`src/srm_pkg.sv`:
```
// Package for the status-reporting block: register selects, bit positions, timing.
// Assumes a single 50 MHz clock domain.
package srm_pkg;
  localparam int unsigned CLK_HZ       = 50000000;
  localparam int unsigned PULSE_MIN_NS = 1000;
  localparam int unsigned PULSE_CYC    = (PULSE_MIN_NS * (CLK_HZ / 1000000) + 999) / 1000;
  localparam int unsigned PCNT_W       = 8;

  localparam logic [3:0] SEL_STB  = 4'h0;
  localparam logic [3:0] SEL_SRE  = 4'h1;
  localparam logic [3:0] SEL_ESR  = 4'h2;
  localparam logic [3:0] SEL_ESE  = 4'h3;
  localparam logic [3:0] SEL_CES  = 4'h4;
  localparam logic [3:0] SEL_CEE  = 4'h5;
  localparam logic [3:0] SEL_ICR  = 4'h6;
  localparam logic [3:0] SEL_ISR  = 4'h7;
  localparam logic [3:0] SEL_ISE  = 4'h8;
  localparam logic [3:0] SEL_ADS  = 4'h9;
  localparam logic [3:0] SEL_ADE  = 4'hA;
  localparam logic [3:0] SEL_PSM  = 4'hB;

  localparam int unsigned ESR_OPC_BIT  = 0;
  localparam int unsigned ESR_EXE_BIT  = 4;
  localparam int unsigned STB_INS_BIT  = 0;
  localparam int unsigned STB_ADS_BIT  = 1;
  localparam int unsigned STB_CES_BIT  = 3;
  localparam int unsigned STB_ESB_BIT  = 5;
  localparam logic [7:0]  RST_BYTE     = 8'h00;
  localparam logic [15:0] RST_WORD     = 16'h0000;

  typedef enum logic [2:0] {
    SRM_IDLE  = 3'b001,
    SRM_LATCH = 3'b010,
    SRM_PULSE = 3'b100
  } srm_line_e;
endpackage

```
`src/srm_pulse_gen.sv`:
```
// Holds the service line low for a minimum count of cycles after a start strobe.
// Assumes start is a one-cycle pulse.
`timescale 1ns/1ps
module srm_pulse_gen #(
  parameter int CW  = srm_pkg::PCNT_W,
  parameter int CYC = srm_pkg::PULSE_CYC
) (
  input  wire logic ref_clk,
  input  wire logic rst,
  input  wire logic clk_en,
  input  wire logic start,
  output logic      busy
);
  typedef struct packed {
    logic [CW-1:0] cnt;
  } srm_pg_s;
  srm_pg_s st_ff;
  srm_pg_s nxt_st;

  always_comb begin
    nxt_st = st_ff;
    if (start) begin
      nxt_st.cnt = CW'(CYC);
    end else if (st_ff.cnt != '0) begin
      nxt_st.cnt = st_ff.cnt - CW'(1);
    end
  end

  always_ff @(posedge ref_clk or posedge rst) begin
    if (rst) begin
      st_ff <= '0;
    end else if (clk_en) begin
      st_ff <= nxt_st;
    end
  end

  assign busy = (st_ff.cnt != '0);
endmodule

```
`config.mk`:
```
export PLATFORM = sky130hd
export DESIGN_NAME = srm_pulse_gen
export DESIGN_NICKNAME = d
export VERILOG_FILES = /design/src/srm_pkg.sv /design/src/srm_pulse_gen.sv
export SDC_FILE = /design/constraint.sdc
export NUM_CORES = 1
export LEC_CHECK = 0
export BUFFER_PORTS_ARGS = -buffer_cell sky130_fd_sc_hd__buf_2
export CAP_MARGIN = 25
export CORE_AREA = 2 2 39 41
export CTS_BUF_LIST = sky130_fd_sc_hd__clkbuf_4 sky130_fd_sc_hd__clkbuf_8
export CTS_CLUSTER_SIZE = 8
export DETAILED_ROUTE_END_ITERATION = 10
export DIE_AREA = 0 0 41 43
export PLACE_DENSITY = 0.69
export SLEW_MARGIN = 20
export SYNTH_ARGS = -nofsm -noshare
export SYNTH_HDL_FRONTEND = slang
export SYNTH_SLANG_ARGS = --single-unit
```
`constraint.sdc`:
```
create_clock -name ref_clk -period 2.1 [get_ports ref_clk]
set_input_delay 0.105 -clock ref_clk [delete_from_list [all_inputs] [get_ports ref_clk]]
set_output_delay 0.105 -clock ref_clk [all_outputs]
set_load 0.01 [all_outputs]
```
# Word-level counts from Yosys, hierarchy flattened
# Index checks and enable logic that the tools add are counted.
# W data, S select, Z words.
[totals]
input_bits = 4
regBits = 8
[op_classes]
mux = 2
addsub = 1
n_reduce_logical = 3
[ops]
columns = ["op", "count"]
rows = [
  ["$mux W8", 2],
  ["$reduce_bool A8 Y1", 1],
  ["$sub A8 B1 Y8 const B", 1],
  ["$reduce_and A2 Y1", 1],
  ["$reduce_bool A2 Y1", 1],
]

# Depth between registers and ports, before layout
[logic_depth]
depth_word = 3
depth_mapped = 5
mapped_depth_nobuf = 5

# Least setup slack after synthesis
# Ideal clock, no wire load.
[synth_path]
kind = "reg-to-reg"
from = "register st_ff[0] (netlist name)"
to = "register st_ff[0] (netlist name)"
stages_incl_launch_ff = 6
path_slack_ns = 0.282
setup_time_ns = 0.128
arrival_time_ns = 1.690
cell_sequence = "dfrtp_1 inv_1 ha_1 or3b_4 o41ai_4 mux2_1"
[synth_via]
elab_chain_len = 3
[synth_lines]
columns = ["element", "line", "rtl"]
rows = [
  ["start: declaration", "srm_pulse_gen.sv:17", "srm_pg_s st_ff;"],
  ["start signal: assignment", "srm_pulse_gen.sv:33", "st_ff <= nxt_st;"],
  ["$sub A8 B1 Y8 / $reduce_bool A8 Y1 (equally long branches)", "srm_pulse_gen.sv:25, srm_pulse_gen.sv:24", ""],
  ["$mux W8 / $reduce_bool A2 Y1 (equally long branches)", "--", ""],
  ["$mux W8 / $reduce_and A2 Y1 (equally long branches)", "--", ""],
]
# Several ways; a longest one is shown, not always the timed one. The select of a mux whose other input is x is not followed.
# A chain may end at the register's enable or synchronous reset.

# Worst setup path in the final report
# Ends and elaborated chain as after synthesis.

==> impl_metrics.yaml <==
logic_synthesis:
  ys_warn_count: 0
  netlist_top_cells_area: "dfrtp_1, mux2i_1, a2111oi_2"
  yosys.area.top_type_share_pct: 36.9
  synthArstFlopShare_pct: 100
  ys_seq_area_share_pct: 36.9
  synth_edf_count: 0
  yosys.cell_count.top_type: "dfrtp_1"
  synth_cells: 53
  ys_seq_elements: 8
  netlist_area_um2: 543
  synth_cell_types: 27
  syn-num-nets: 59
  postSynthAreaPerCell_um2: 10.2
  synth_top_area_cell: "dfrtp_1"
  yosys-top-cells-count: "dfrtp_1, inv_1, nand2_1"
  ys_dominant_reg_cell: "dfrtp_1"
floorplanning:
  die_area_um2: 1760
  die_y_um: 43
  core.rowCount: 14
  start_util_pct: 39.2
  fp.coreArea_um2: 1380
  io_pins: 5
  die_width_um: 41
flow_run:
  max_cap_viol_count: 0
status:
  status: "complete, no violations"
routing:
  first_pass_iters: 4
  post_drt_wl_per_cell_um: 13.1
  drc: 0
  drt_iter0_drc: 8
  vias_per_cell: 5.70
  vias: 433
  ant_nets: 0
  wl_um: 993
setup_path:
  arrival_ps: 2070
  path_max_fanout: 5
  required_ps: 2240
  cp-start-kind: "flip-flop"
  cp-end-kind: "flip-flop"
  worst-setup-path-type: "reg2reg"
worst_hold_path:
  hold_path.class: "in2reg"
finish:
  fin_nets: 68
  largest_register_ff_count: 8
  diodes: 0
  areaGrowthSynthToFinish_pct: 12.7
  regMostFlops: "st_ff"
  drive_gt1_share_pct: 20.0
  top_regs: "st_ff (8)"
sta:
  slew_violations: 0
  max-slew-margin-rel_pct: 68.2
  finalCriticalPeriod_ps: 1930
  tightestPinTransition_ps: 476
  fmax_mhz: 519
  fin_crit_sh_pct: 91.7
  hold_violations: 0
  setup_viol: 0
  hold_slack_ps: 159
  finalSetupTns_ps: 0
  fin_skew_ps: 0.265
  rsz0062_at_grt: "false"
place:
  post-dp-hpwl_um: 723
  port_buffers: 4
  gp_congestion: 0.725
cts:
  htreeDepth: 1
  cts.sinks: 8
  post_cts_buffers: 0
  cts_tree: "built"
  cts.repair.resized: 0
  cts_root_buf: "clkbuf_4"
  clkTransAtPathRegs_ps: 60
  cts_buffers: 3
  clk_path_buf_depth: 2
  insertion_delay_ps: 260
global_route:
  grt_max_degree: 10
  grt_pass1_vias: 408
  grt_pass1_wl_um: 1730
  antenna_found_initial: 0
  overflow: 0
  grt_use_total_pct: 15.2
power:
  ir_drop_mv: 0.320
  p_per_area_nw_per_um2: 755
  power.total_mw: 0.462
  p_leak_nw: 0.263
[layout by cell type (no fill, tap or decap)]
cell type	netlist	layout
o32ai_1	1	1
or4b_1	2	2
o311ai_0	1	1
inv_1	6	6
nor2_1	3	3
dfrtp_1	8	8
ha_1	2	2
or3b_4	1	1
clkbuf_4	0	3
o21ai_1	1	1
a2111o_1	1	1
nand3_1	1	1
a2111oi_2	2	2
mux2i_1	3	3
nor3b_1	1	1
dlygate4sd3_1	0	1
buf_2	0	4
o211ai_1	1	1
nand2_1	5	5
o41ai_4	1	1
o21ai_0	2	2
or3b_1	1	1
a21boi_0	1	1
or3_1	2	2
o41ai_1	1	1
or3_4	1	1
mux2_1	1	1
nand2b_1	2	2
nor2b_1	1	1
[final timing paths]
path	start	endpoint	slack, ps	cells past startpoint
worst max-delay path	st_ff[0]	st_ff[0]	170	5
worst min-delay path	clk_en	st_ff[2]	160	3
worst max register to register	st_ff[0]	st_ff[0]	170	5
worst min register to register	st_ff[7]	st_ff[7]	570	2
max in group asynchronous	rst	st_ff[6]	1520	3
min in group asynchronous	rst	st_ff[1]	340	3
[critical path: stages, from the launching register on]
cell and delay [ps]:
dfrtp_1 410, inv_1 90, ha_1 150, or3b_4 410, o41ai_4 380, mux2_1 360
[power breakdown]
part / internal (mW) / total, mW / leakage, nW / switching, mW
Combinational: 0.0558 / 0.127 / 0.154 / 0.0708
Clock: 0.0659 / 0.125 / 0.0138 / 0.0595
Sequential: 0.180 / 0.210 / 0.0959 / 0.0297
Total: 0.302 / 0.462 / 0.263 / 0.160
[final cells by class]
class / count / area, µm²
Fill cell: 134 / 772
Inverter: 6 / 22.5
Tap cell: 16 / 20.0
Timing Repair Buffer: 5 / 30.0
Sequential cell: 8 / 200
Clock buffer: 3 / 22.5
Multi-Input combinational cell: 38 / 317
[kinds of logic (layout without fill, tap and decap cells)]
logic type	Yosys count	in the layout	share of synthesized area, %
AO/OA/AOI/OAI	12	12	23.0
adder cells (fa/ha/maj)	2	2	4.61
buffers and inverters	7	14	4.84
flip-flops	8	8	36.9
multiplexers	4	4	7.60
AND/OR/NAND/NOR	20	20	23.0
[repair_timing]
item / 4_1_cts / 5_1_grt
hold buffers: 1 / 0
endpoints found under the hold margin: 8 / 0
setup endpoints to repair: 0 / 0
[metrics by stage]
stage | instance area (µm²) | util, % | cells | setup slack, ps
6_report | 612 | 44.2 | 76 | 173
5_1_grt | 612 | 44.2 | 76 | 84.0
4_1_cts | 612 | 44.2 | 76 | 167
3_5_place_dp | 579 | 41.9 | 72 | 184
3_3_place_gp | 579 | 41.9 | 72 | 233
2_1_floorplan | 543 | - | 53 | 282
[layer usage]
| layer | global-route usage, % | wire (µm) |
|---|---|---|
| met5 | 0 | 0 |
| met4 | 12.0 | 42 |
| met3 | 4.71 | 40 |
| met2 | 22.5 | 466 |
| met1 | 17.0 | 444 |
No activity file was read; power rests on OpenSTA's default activity.
